[src/core/cief_defs.vh]
// Purpose: Constants for the CAN interrupt enable and filter steering block.
// Assumes: AXI4-Lite register bus with 32-bit data, one word per register.
// Notes:   Offsets are byte addresses.
`ifndef CIEF_DEFS_VH
`define CIEF_DEFS_VH
`define CIEF_OFF_IRQ_ENABLE   8'h00
`define CIEF_OFF_FILT_PTR     8'h04
`define CIEF_OFF_IRQ_STATUS   8'h08
`define CIEF_OFF_IRQ_MASK     8'h0C
`define CIEF_IE_RESET         16'h0000
`define CIEF_IE_IMPL_MASK     16'h00EF
`define CIEF_PTR_RESET        16'h0000
`define CIEF_BIT_TX_BUF       0
`define CIEF_BIT_RX_BUF       1
`define CIEF_BIT_RX_OVF       2
`define CIEF_BIT_FIFO_AF      3
`define CIEF_BIT_ERROR        5
`define CIEF_BIT_WAKEUP       6
`define CIEF_BIT_INVALID      7
`define CIEF_F4_LSB           0
`define CIEF_F5_LSB           4
`define CIEF_F6_LSB           8
`define CIEF_F7_LSB           12
`define CIEF_DEST_FIFO        4'hF
`define CIEF_STAT_RESET       8'h00
`define CIEF_MASK_RESET       8'hEF
`define CIEF_RESP_OKAY        2'b00
`define CIEF_RESP_SLVERR      2'b10
`endif

[src/core/cief_sync2.v]
// Purpose: Two-flop synchroniser for one level from another domain.
// Assumes: Destination clock is clock, reset nrst active low.
// Notes:   Only the second flop is read outside.
`timescale 1ns/1ps
`default_nettype none
module cief_sync2 (
    // Clock and reset.
    input  wire clock,
    input  wire nrst,
    input  wire clk_en,
    // Level in and out.
    input  wire din,
    output reg  dout
);
    reg meta_q;

    // The first stage feeds only the second, to keep metastability contained.
    always @(posedge clock or negedge nrst) begin
        if (!nrst) begin
            meta_q <= 1'b0;
            dout   <= 1'b0;
        end else if (clk_en) begin
            meta_q <= din;
            dout   <= meta_q;
        end
    end
endmodule // cief_sync2
`default_nettype wire

[src/core/cief_dest_sel.v]
// Purpose: Steering decode for one acceptance filter.
// Assumes: Field value all ones means the receive FIFO.
// Notes:   Purely combinational.
`timescale 1ns/1ps
`default_nettype none
`include "cief_defs.vh"
module cief_dest_sel (
    // Filter hit and its pointer field.
    input  wire       hit,
    input  wire [3:0] field,
    // Steering result.
    output wire       to_fifo,
    output wire       to_buf,
    output wire [3:0] buf_idx
);
    // All ones selects the FIFO; any other value names a buffer.
    assign to_fifo = hit && (field == `CIEF_DEST_FIFO);
    assign to_buf  = hit && (field != `CIEF_DEST_FIFO);
    assign buf_idx = field;
endmodule // cief_dest_sel
`default_nettype wire

[src/core/cief_top.v]
// Purpose: CAN interrupt source enables and filter 4-7 receive steering.
// Assumes: 20 MHz clock, AXI4-Lite slave, event inputs from the CAN core.
// Notes:   Events from the CAN core share the clock; filter hits likewise.
//          The receive pin is the only asynchronous input and is synchronised.
//          The register map uses byte addresses on the 32-bit bus.
//          Offset 0x00 holds the enables in bits 7:5 and 3:0; bit 4 and 15:8 read zero.
//          Offset 0x04 holds four destination fields, filter 7 in the top nibble.
//          Offset 0x08 holds the sticky event flags, cleared by writing ones.
//          Offset 0x0C holds the source mask; a one lets that source through.
//          A destination field of 1111 steers to the receive FIFO; others name a buffer.
//          Several filters hitting together resolve to the lowest numbered one.
//          Only byte lanes 0 and 1 are stored; lanes 2 and 3 are ignored.
//          The mask resets open, so an enable and its flag alone raise the request.
//          All state holds while clk_en is low, and the bus readies drop with it.
// Function
// RULE1: Enables reset zero; clear bit blocks source.
// RULE2: Bit 7 enables invalid message interrupt.
// RULE3: Bit 6 enables bus wake-up interrupt.
// RULE4: Bit 5 enables error interrupt.
// RULE5: Bit 2 enables receive overflow interrupt.
// RULE6: Bits 3,1,0: FIFO, receive, transmit.
// RULE7: Four 4-bit pointers, filters 7..4, reset zero.
// RULE8: Filter hit stores per pointer; 1111 FIFO.
// RULE9: Request when flag and enable; unimplemented read zero.
//
// The address map and register access over AXI4-Lite were left to the implementer.
`timescale 1ns/1ps
`default_nettype none
`include "cief_defs.vh"
module cief_top (
    // Clock, reset and enable.
    input  wire        clock,
    input  wire        nrst,
    input  wire        clk_en,
    // AXI4-Lite write address.
    input  wire        s_axi_awvalid,
    output wire        s_axi_awready,
    input  wire [7:0]  s_axi_awaddr,
    // AXI4-Lite write data.
    input  wire        s_axi_wvalid,
    output wire        s_axi_wready,
    input  wire [31:0] s_axi_wdata,
    input  wire [3:0]  s_axi_wstrb,
    // AXI4-Lite write response.
    output reg         s_axi_bvalid,
    input  wire        s_axi_bready,
    output reg  [1:0]  s_axi_bresp,
    // AXI4-Lite read address.
    input  wire        s_axi_arvalid,
    output wire        s_axi_arready,
    input  wire [7:0]  s_axi_araddr,
    // AXI4-Lite read data.
    output reg         s_axi_rvalid,
    input  wire        s_axi_rready,
    output reg  [31:0] s_axi_rdata,
    output reg  [1:0]  s_axi_rresp,
    // Interrupt source events, one-cycle pulses, same clock.
    input  wire [7:0]  src_event,
    // Acceptance filter 4..7 hits, bit 0 is filter 4, same clock.
    input  wire [3:0]  filter_hit,
    // Controller interrupt request, level.
    output wire        irq,
    // Receive steering outcome, registered.
    output reg         store_valid,
    output reg         store_to_fifo,
    output reg  [3:0]  store_buf_idx,
    // Wake-up activity seen on the receive pin, asynchronous.
    input  wire        can_rx_pin
);
    // Register state, write staging and steering nets.
    reg  [15:0] irq_enable_q;
    reg  [15:0] filt_ptr_q;
    reg  [7:0]  irq_status_q;
    reg  [7:0]  irq_mask_q;
    reg  [7:0]  aw_addr_q;
    reg         aw_have_q;
    reg  [15:0] w_data_q;
    reg  [1:0]  w_strb_q;
    reg         w_have_q;
    reg         rx_prev_q;
    wire        rx_sync;
    wire        wake_evt;
    wire [7:0]  events;
    wire [7:0]  clr_bits;
    wire        do_write;
    wire [3:0]  hit_fifo;
    wire [15:0] hit_idx;
    wire [15:0] wmask;
    wire [7:0]  req_bits;
    wire [15:0] impl_mask;
    wire [3:0]  f4_field;
    wire [3:0]  f5_field;
    wire [3:0]  f6_field;
    wire [3:0]  f7_field;

    // The receive pin is asynchronous, so it is synchronised first.
    cief_sync2 u_rx_sync (
        .clock (clock),
        .nrst  (nrst),
        .clk_en(clk_en),
        .din   (can_rx_pin),
        .dout  (rx_sync)
    );

    // A falling edge on the idle-high pin counts as bus wake-up activity.
    // The previous level starts low: the synchroniser leaves reset low while the
    // pin rests high, and a high start here would fake an edge on the first cycle.
    always @(posedge clock or negedge nrst) begin
        if (!nrst) begin
            rx_prev_q <= 1'b0;
        end else if (clk_en) begin
            rx_prev_q <= rx_sync;
        end
    end
    assign wake_evt = rx_prev_q && !rx_sync;
    assign events = src_event | ({7'h00, wake_evt} << `CIEF_BIT_WAKEUP);

    // Write channels are taken independently and held until both are present.
    // The readies fall with clk_en, so no handshake completes while state is frozen.
    assign s_axi_awready = clk_en && !aw_have_q && !s_axi_bvalid;
    assign s_axi_wready  = clk_en && !w_have_q && !s_axi_bvalid;
    assign do_write = aw_have_q && w_have_q && !s_axi_bvalid;

    always @(posedge clock or negedge nrst) begin
        if (!nrst) begin
            aw_have_q <= 1'b0;
            aw_addr_q <= 8'h00;
            w_have_q  <= 1'b0;
            w_data_q  <= 16'h0000;
            w_strb_q  <= 2'h0;
        end else if (clk_en) begin
            if (s_axi_awvalid && s_axi_awready) begin
                aw_have_q <= 1'b1;
                aw_addr_q <= s_axi_awaddr;
            end else if (do_write) begin
                aw_have_q <= 1'b0;
            end
            if (s_axi_wvalid && s_axi_wready) begin
                w_have_q <= 1'b1;
                // Only the two low lanes reach any register, so only they are kept.
                w_data_q <= s_axi_wdata[15:0];
                w_strb_q <= s_axi_wstrb[1:0];
            end else if (do_write) begin
                w_have_q <= 1'b0;
            end
        end
    end

    // Byte enables become a bit mask over the low sixteen bits.
    assign wmask = {{8{w_strb_q[1]}}, {8{w_strb_q[0]}}};
    // Implemented source positions, shared by the enables, mask and flags.
    assign impl_mask = `CIEF_IE_IMPL_MASK;
    assign clr_bits = (do_write && aw_addr_q == `CIEF_OFF_IRQ_STATUS && w_strb_q[0])
                      ? w_data_q[7:0] : 8'h00;

    // Register writes; unimplemented enable bits never store.
    // A write needs both channels; its response then stands until bready.
    always @(posedge clock or negedge nrst) begin
        if (!nrst) begin
            irq_enable_q <= `CIEF_IE_RESET; // see RULE1
            filt_ptr_q   <= `CIEF_PTR_RESET; // see RULE7
            irq_mask_q   <= `CIEF_MASK_RESET;
            s_axi_bvalid <= 1'b0;
            s_axi_bresp  <= `CIEF_RESP_OKAY;
        end else if (clk_en) begin
            if (do_write) begin
                s_axi_bvalid <= 1'b1;
                s_axi_bresp  <= `CIEF_RESP_OKAY;
                case (aw_addr_q)
                    `CIEF_OFF_IRQ_ENABLE: begin
                        irq_enable_q <= ((irq_enable_q & ~wmask) | (w_data_q[15:0] & wmask))
                                        & `CIEF_IE_IMPL_MASK; // see RULE9
                    end
                    `CIEF_OFF_FILT_PTR: begin
                        filt_ptr_q <= (filt_ptr_q & ~wmask) | (w_data_q[15:0] & wmask);
                    end
                    `CIEF_OFF_IRQ_STATUS: begin
                        // The flags themselves clear through clr_bits below.
                        s_axi_bresp <= `CIEF_RESP_OKAY;
                    end
                    `CIEF_OFF_IRQ_MASK: begin
                        if (w_strb_q[0]) begin
                            irq_mask_q <= w_data_q[7:0] & impl_mask[7:0];
                        end
                    end
                    default: begin
                        // Unmapped offsets answer with an error and change nothing.
                        s_axi_bresp <= `CIEF_RESP_SLVERR;
                    end
                endcase
            end else if (s_axi_bvalid && s_axi_bready) begin
                s_axi_bvalid <= 1'b0;
            end
        end
    end

    // Sticky event flags; an event in the clearing cycle keeps its flag set.
    // Bit 4 has no source, so the implemented mask keeps it clear.
    always @(posedge clock or negedge nrst) begin
        if (!nrst) begin
            irq_status_q <= `CIEF_STAT_RESET;
        end else if (clk_en) begin
            irq_status_q <= ((irq_status_q & ~clr_bits) | events) & impl_mask[7:0];
        end
    end

    // Each source reaches the request only through its enable and its mask.
    // The mask lets software silence a source for a while without touching its enable.
    assign req_bits = irq_status_q & irq_enable_q[7:0] & irq_mask_q; // see RULE1
    assign irq = (req_bits[`CIEF_BIT_INVALID]   // see RULE2
               | req_bits[`CIEF_BIT_WAKEUP]     // see RULE3
               | req_bits[`CIEF_BIT_ERROR]      // see RULE4
               | req_bits[`CIEF_BIT_RX_OVF]     // see RULE5
               | req_bits[`CIEF_BIT_FIFO_AF]    // see RULE6
               | req_bits[`CIEF_BIT_RX_BUF]
               | req_bits[`CIEF_BIT_TX_BUF]);   // see RULE9

    // Read channel: one read at a time, answered the cycle after it is taken.
    // Unmapped reads return zero with an error response.
    assign s_axi_arready = clk_en && !s_axi_rvalid;
    always @(posedge clock or negedge nrst) begin
        if (!nrst) begin
            s_axi_rvalid <= 1'b0;
            s_axi_rdata  <= 32'h00000000;
            s_axi_rresp  <= `CIEF_RESP_OKAY;
        end else if (clk_en) begin
            if (s_axi_arvalid && s_axi_arready) begin
                s_axi_rvalid <= 1'b1;
                s_axi_rresp  <= `CIEF_RESP_OKAY;
                case (s_axi_araddr)
                    `CIEF_OFF_IRQ_ENABLE: s_axi_rdata <= {16'h0000, irq_enable_q}; // see RULE9
                    `CIEF_OFF_FILT_PTR:   s_axi_rdata <= {16'h0000, filt_ptr_q};
                    `CIEF_OFF_IRQ_STATUS: s_axi_rdata <= {24'h000000, irq_status_q};
                    `CIEF_OFF_IRQ_MASK:   s_axi_rdata <= {24'h000000, irq_mask_q};
                    default: begin
                        s_axi_rdata <= 32'h00000000;
                        s_axi_rresp <= `CIEF_RESP_SLVERR;
                    end
                endcase
            end else if (s_axi_rvalid && s_axi_rready) begin
                s_axi_rvalid <= 1'b0;
            end
        end
    end

    // Each filter's destination field, cut from the pointer register.
    assign f4_field = filt_ptr_q[`CIEF_F4_LSB +: 4]; // see RULE7
    assign f5_field = filt_ptr_q[`CIEF_F5_LSB +: 4];
    assign f6_field = filt_ptr_q[`CIEF_F6_LSB +: 4];
    assign f7_field = filt_ptr_q[`CIEF_F7_LSB +: 4];

    // One steering decoder per filter, each reading its own pointer field.
    cief_dest_sel u_f4 (
        .hit    (filter_hit[0]),
        .field  (f4_field),
        .to_fifo(hit_fifo[0]),
        .to_buf (),
        .buf_idx(hit_idx[3:0])
    );
    cief_dest_sel u_f5 (
        .hit    (filter_hit[1]),
        .field  (f5_field),
        .to_fifo(hit_fifo[1]),
        .to_buf (),
        .buf_idx(hit_idx[7:4])
    );
    cief_dest_sel u_f6 (
        .hit    (filter_hit[2]),
        .field  (f6_field),
        .to_fifo(hit_fifo[2]),
        .to_buf (),
        .buf_idx(hit_idx[11:8])
    );
    cief_dest_sel u_f7 (
        .hit    (filter_hit[3]),
        .field  (f7_field),
        .to_fifo(hit_fifo[3]),
        .to_buf (),
        .buf_idx(hit_idx[15:12])
    );

    // The lowest numbered filter wins when several hit at once.
    // store_valid is a one-cycle pulse; the destination holds until the next hit.
    always @(posedge clock or negedge nrst) begin
        if (!nrst) begin
            store_valid   <= 1'b0;
            store_to_fifo <= 1'b0;
            store_buf_idx <= 4'h0;
        end else if (clk_en) begin
            store_valid <= |filter_hit; // see RULE8
            if (filter_hit[0]) begin
                store_to_fifo <= hit_fifo[0];
                store_buf_idx <= hit_idx[3:0];
            end else if (filter_hit[1]) begin
                store_to_fifo <= hit_fifo[1];
                store_buf_idx <= hit_idx[7:4];
            end else if (filter_hit[2]) begin
                store_to_fifo <= hit_fifo[2];
                store_buf_idx <= hit_idx[11:8];
            end else if (filter_hit[3]) begin
                store_to_fifo <= hit_fifo[3];
                store_buf_idx <= hit_idx[15:12];
            end
        end
    end
endmodule // cief_top
`default_nettype wire

[config.mk]
export PLATFORM = sky130hd
export DESIGN_NAME = cief_top
export DESIGN_NICKNAME = d
export VERILOG_FILES = /design/src/core/cief_sync2.v /design/src/core/cief_dest_sel.v /design/src/core/cief_top.v
export VERILOG_INCLUDE_DIRS = /design/src /design/src/core
export SDC_FILE = /design/constraint.sdc
export NUM_CORES = 1
export LEC_CHECK = 0
export BUFFER_PORTS_ARGS = -buffer_cell sky130_fd_sc_hd__buf_2
export CAP_MARGIN = 0
export CELL_PAD_IN_SITES_DETAIL_PLACEMENT = 1
export CELL_PAD_IN_SITES_GLOBAL_PLACEMENT = 2
export CORE_MARGIN = 2
export CORE_UTILIZATION = 34
export DETAILED_ROUTE_END_ITERATION = 8
export GPL_TIMING_DRIVEN = 0
export PLACE_DENSITY_LB_ADDON = 0.2
export SLEW_MARGIN = 20
export SYNTH_ARGS = -nofsm -noshare
export SYNTH_HDL_FRONTEND = slang
export SYNTH_SLANG_ARGS = --single-unit
[constraint.sdc]
create_clock -name clock -period 2.8 [get_ports clock]
set_clock_uncertainty 0.15 [all_clocks]
set_input_delay 0.28 -clock clock [delete_from_list [all_inputs] [get_ports clock]]
set_output_delay 0.28 -clock clock [all_outputs]
set_load 0.01 [all_outputs]
==> results by group <==
CTS
  – Worst skew pair latency: roughly 350 ps
  – Clock Pin Slew Worst Setup and Hold Paths: 70 ps
  – CTS sink cnt: 94
  – Maximum level of the CTS H-tree: 3
  – Post-CTS Setup Bufs: 0
  – Num CTS Buffers: 9
  – Clk root buf: clkbuf_16
  – CTS tree: built
  – CTS resizes: 0
  – Largest buffer count on any clock path: 2

STA
  – Tcrit/Tclk final: 79.3%
  – Slew Viols, Final: 0
  – RSZ-0062 raised after global routing: no
  – Setup Viol. Count Final: 0
  – Min cycle time layout: ~2200 ps
  – Worst Tran Pin Value: 863 ps
  – Relative slew margins: 42.0%
  – Final Hold Vio Count: 0
  – Final TNS setup: 0 ps
  – Fmax: ~450 MHz

Power
  – Worst vdd ir: 0.000348 V
  – P_leak: 2.55 nW
  – Tot Pwr: 0.00381 W
  – Cell Pwr Density: a little over 700 mW/mm²

Die
  – DIE AREA: 0.0133 mm²
  – # IOs: 121
  – Core area: approximately 0.012 mm²
  – Std-Cell Rows: 40
  – Die Span Y: approximately 120 µm
  – Initial cell density of the core: 35.0%
  – Width of the die: between 100 and 150 µm

Final layout
  – Fillers: 1312
  – Post-Layout Cell Count: 612
  – Layout area overhead: 24.8%
  – Multi-input gate area: 0.00165 mm²
  – Antenna cells: 0
  – Nets: approximately 510
  – Layout cells sized above 1: between 40% and 50%
  – Storage cell area: 0.00236 mm²

Yosys
  – Yosys warns: 0
  – FF+latch count, synth: 94
  – Cells after Synth: 330
  – Post-synth cell types: 41
  – Synth Cell Area: 0.00422 mm²
  – Sequential area share after synthesis: 56.0%
  – Post-Syn Area per Cell: 12.8 µm²

Critical path
  – Crit-path slowest cell: or4_4
  – R2R Path Start: aw_addr_q[1]$_DFFE_PN0P_
  – CP max FO: 8
  – CP startpoint kind: flop
  – R2R cell count: 5
  – Crit. End Element: flop
  – CP peak stage delay: 580 ps
  – CP Data Required Time: between 2000 and 3000 ps
  – Crit Path Class: reg -> reg
  – CP arrival: 2300 ps
  – CP Cell Sequence: or4_4, nor3_4, and3_2, buf_6, mux2_2
  – Worst R2R Setup Slack: 580 ps

Global routing
  – Final global-route overflow total: 0
  – GRT Overall Usage: 16.0%
  – Initial antenna violation count: 1
  – Largest net degree at the start of global routing: 64
  – Vias in the first global route: 2981
  – First-pass GRT wire length: 16000 µm

Job
  – Max-cap violation count: 0

Routing
  – Vias/cell: approximately 4.7
  – DR DRC count: 0
  – Total routed wirelength: ~10000 µm
  – First drt pass iteration count: 4
  – Wire per inst: 16.1 µm
  – Vias: 2846
  – Antenna-violating nets left: 0
  – 1st-iter DRT viols: 100

Placement
  – Gpl congestion: 0.768
  – Dpl hpwl: 7290 µm
  – Post-Place Cells: approximately 590
  – IO Port Bufs: 77

Worst hold path
  – Worst hold path type: in -> reg
  – Hold wc startpoint: s_axi_awaddr[5]
  – Cells on Worst Hold Path: 2
  – Hold worst-path end: aw_addr_q[5]$_DFFE_PN0P_

Run status
  – Status: finished, final reports clean
## repair_timing
action | in CTS | in global routing
setup endpoints to repair | 0 | 0
endpoints found under the hold margin | 33 | 0
hold buffers | 3 | 0
## through the flow
stage               hold WS [ps]  setup slack [ps]  instance area (µm²)  utilization [%]
global route                7.56               495                 5270             43.7
CTS                        0.450               553                 5270             43.7
detailed placement          44.0               567                 4910             40.7
finish                      11.9               579                 5270             43.7
global placement             306               328                 4880             40.4
floorplan                   -166               732                 4280                -
## cell type report
type / count / share of cell area (%)
buffer: 34 / 4.37
clock buffer: 9 / 4.28
clock inverter: 7 / 1.88
inverter: 12 / 0.856
multi-input combinational: 207 / 31.3
sequential: 94 / 44.8
tap: 168 / 3.99
timing repair buffer: 81 / 8.53
## kinds of logic (layout without fill, tap and decap cells)
group / Yosys count / count (layout) / share of synthesized area, %
compound gates: 47 / 47 / 7.54
flops: 94 / 94 / 56.0
other cells: 1 / 18 / 0.0889
simple gates: 71 / 71 / 9.23
buf+inv: 46 / 143 / 6.53
mux: 71 / 71 / 20.6
## power by group
group          switching (W)  total [W]  internal [W]
registers           0.000222    0.00185       0.00163
clock network       0.000535    0.00132      0.000783
logic               0.000274   0.000634      0.000360
total                0.00103    0.00381       0.00278
## cells in the mapped netlist (all sizes together)
library cell  instances  share of area (%)
a211o                 1               0.21
a21o                  3               0.53
a21oi                 8               0.95
a22o                 15                3.1
a22oi                 1               0.18
a31oi                 5               0.74
and2                  2               0.30
and3                  6               0.95
and4                  1               0.21
buf                  27                4.8
clkbuf                7               0.62
conb                  1              0.089
dfrtp                87                 52
dfstp                 7                4.4
inv                  12                1.1
mux2                 58                 15
mux2i                 6                1.4
mux4                  7                3.7
nand2                27                2.4
nand2b                1               0.15
nand3                 4               0.59
nand3b                1               0.18
nand4                 3               0.45
nand4b                1               0.21
nor2                 14                1.2
nor2b                 2               0.30
nor3                  1               0.39
nor3b                 2               0.36
nor4                  3               0.95
o21a                  1               0.18
o21ai                12                1.4
o2bb2ai               1               0.21
or2                   2               0.30
or4                   1               0.27
## cells in the final DEF (no fill, tap or decap), drive strengths merged, types with 2 or more instances in the layout
cell / Yosys / final
nand4: 3 / 3
nor2b: 2 / 2
mux2: 58 / 58
nor4: 3 / 3
mux2i: 6 / 6
and2: 2 / 2
o21ai: 12 / 12
and3: 6 / 6
clkbuf: 7 / 16
dlygate4sd3: 0 / 3
nor2: 14 / 14
buf: 27 / 105
or2: 2 / 2
nand3: 4 / 4
a31oi: 5 / 5
conb: 1 / 18
nand2: 27 / 27
a21oi: 8 / 8
inv: 12 / 12
nor3b: 2 / 2
a21o: 3 / 3
dfrtp: 87 / 87
dfstp: 7 / 7
mux4: 7 / 7
a22o: 15 / 15
clkinvlp: 0 / 4
bufinv: 0 / 2
## how the worst max path moves through the flow
stage / cells past startpoint / startpoint / to / slack [ps]
5_1_grt: 5 / aw_addr_q[1]$_DFFE_PN0P_ / flop / 500
3_5_place_dp: 5 / aw_addr_q[1]$_DFFE_PN0P_ / flop / 570
4_1_cts: 5 / aw_addr_q[1]$_DFFE_PN0P_ / flop / 550
3_3_place_gp: 1 / nrst / s_axi_rdata[12]$_DFFE_PN0P_ / 330
6_report: 5 / aw_addr_q[1]$_DFFE_PN0P_ / flop / 580
2_1_floorplan: 5 / aw_addr_q[1]$_DFFE_PN0P_ / flop / 730
## metal layers
layer	track usage, %	vias up	part of all wire (%)
met2	24.0	81	44
met5	0	-	0
met4	6.99	0	2.1
li1	-	1358	-
met3	3.64	11	5.3
met1	22.3	1396	48
## critical path, delay by kind of cell, from the launching register on
kind / cells / cell delay, ps
AND/OR/NAND/NOR: 3 / 1080
flip-flops: 1 / 390
multiplexers: 1 / 340
buffers and inverters: 1 / 140
Note: power is estimated with default switching activity, not from simulation.
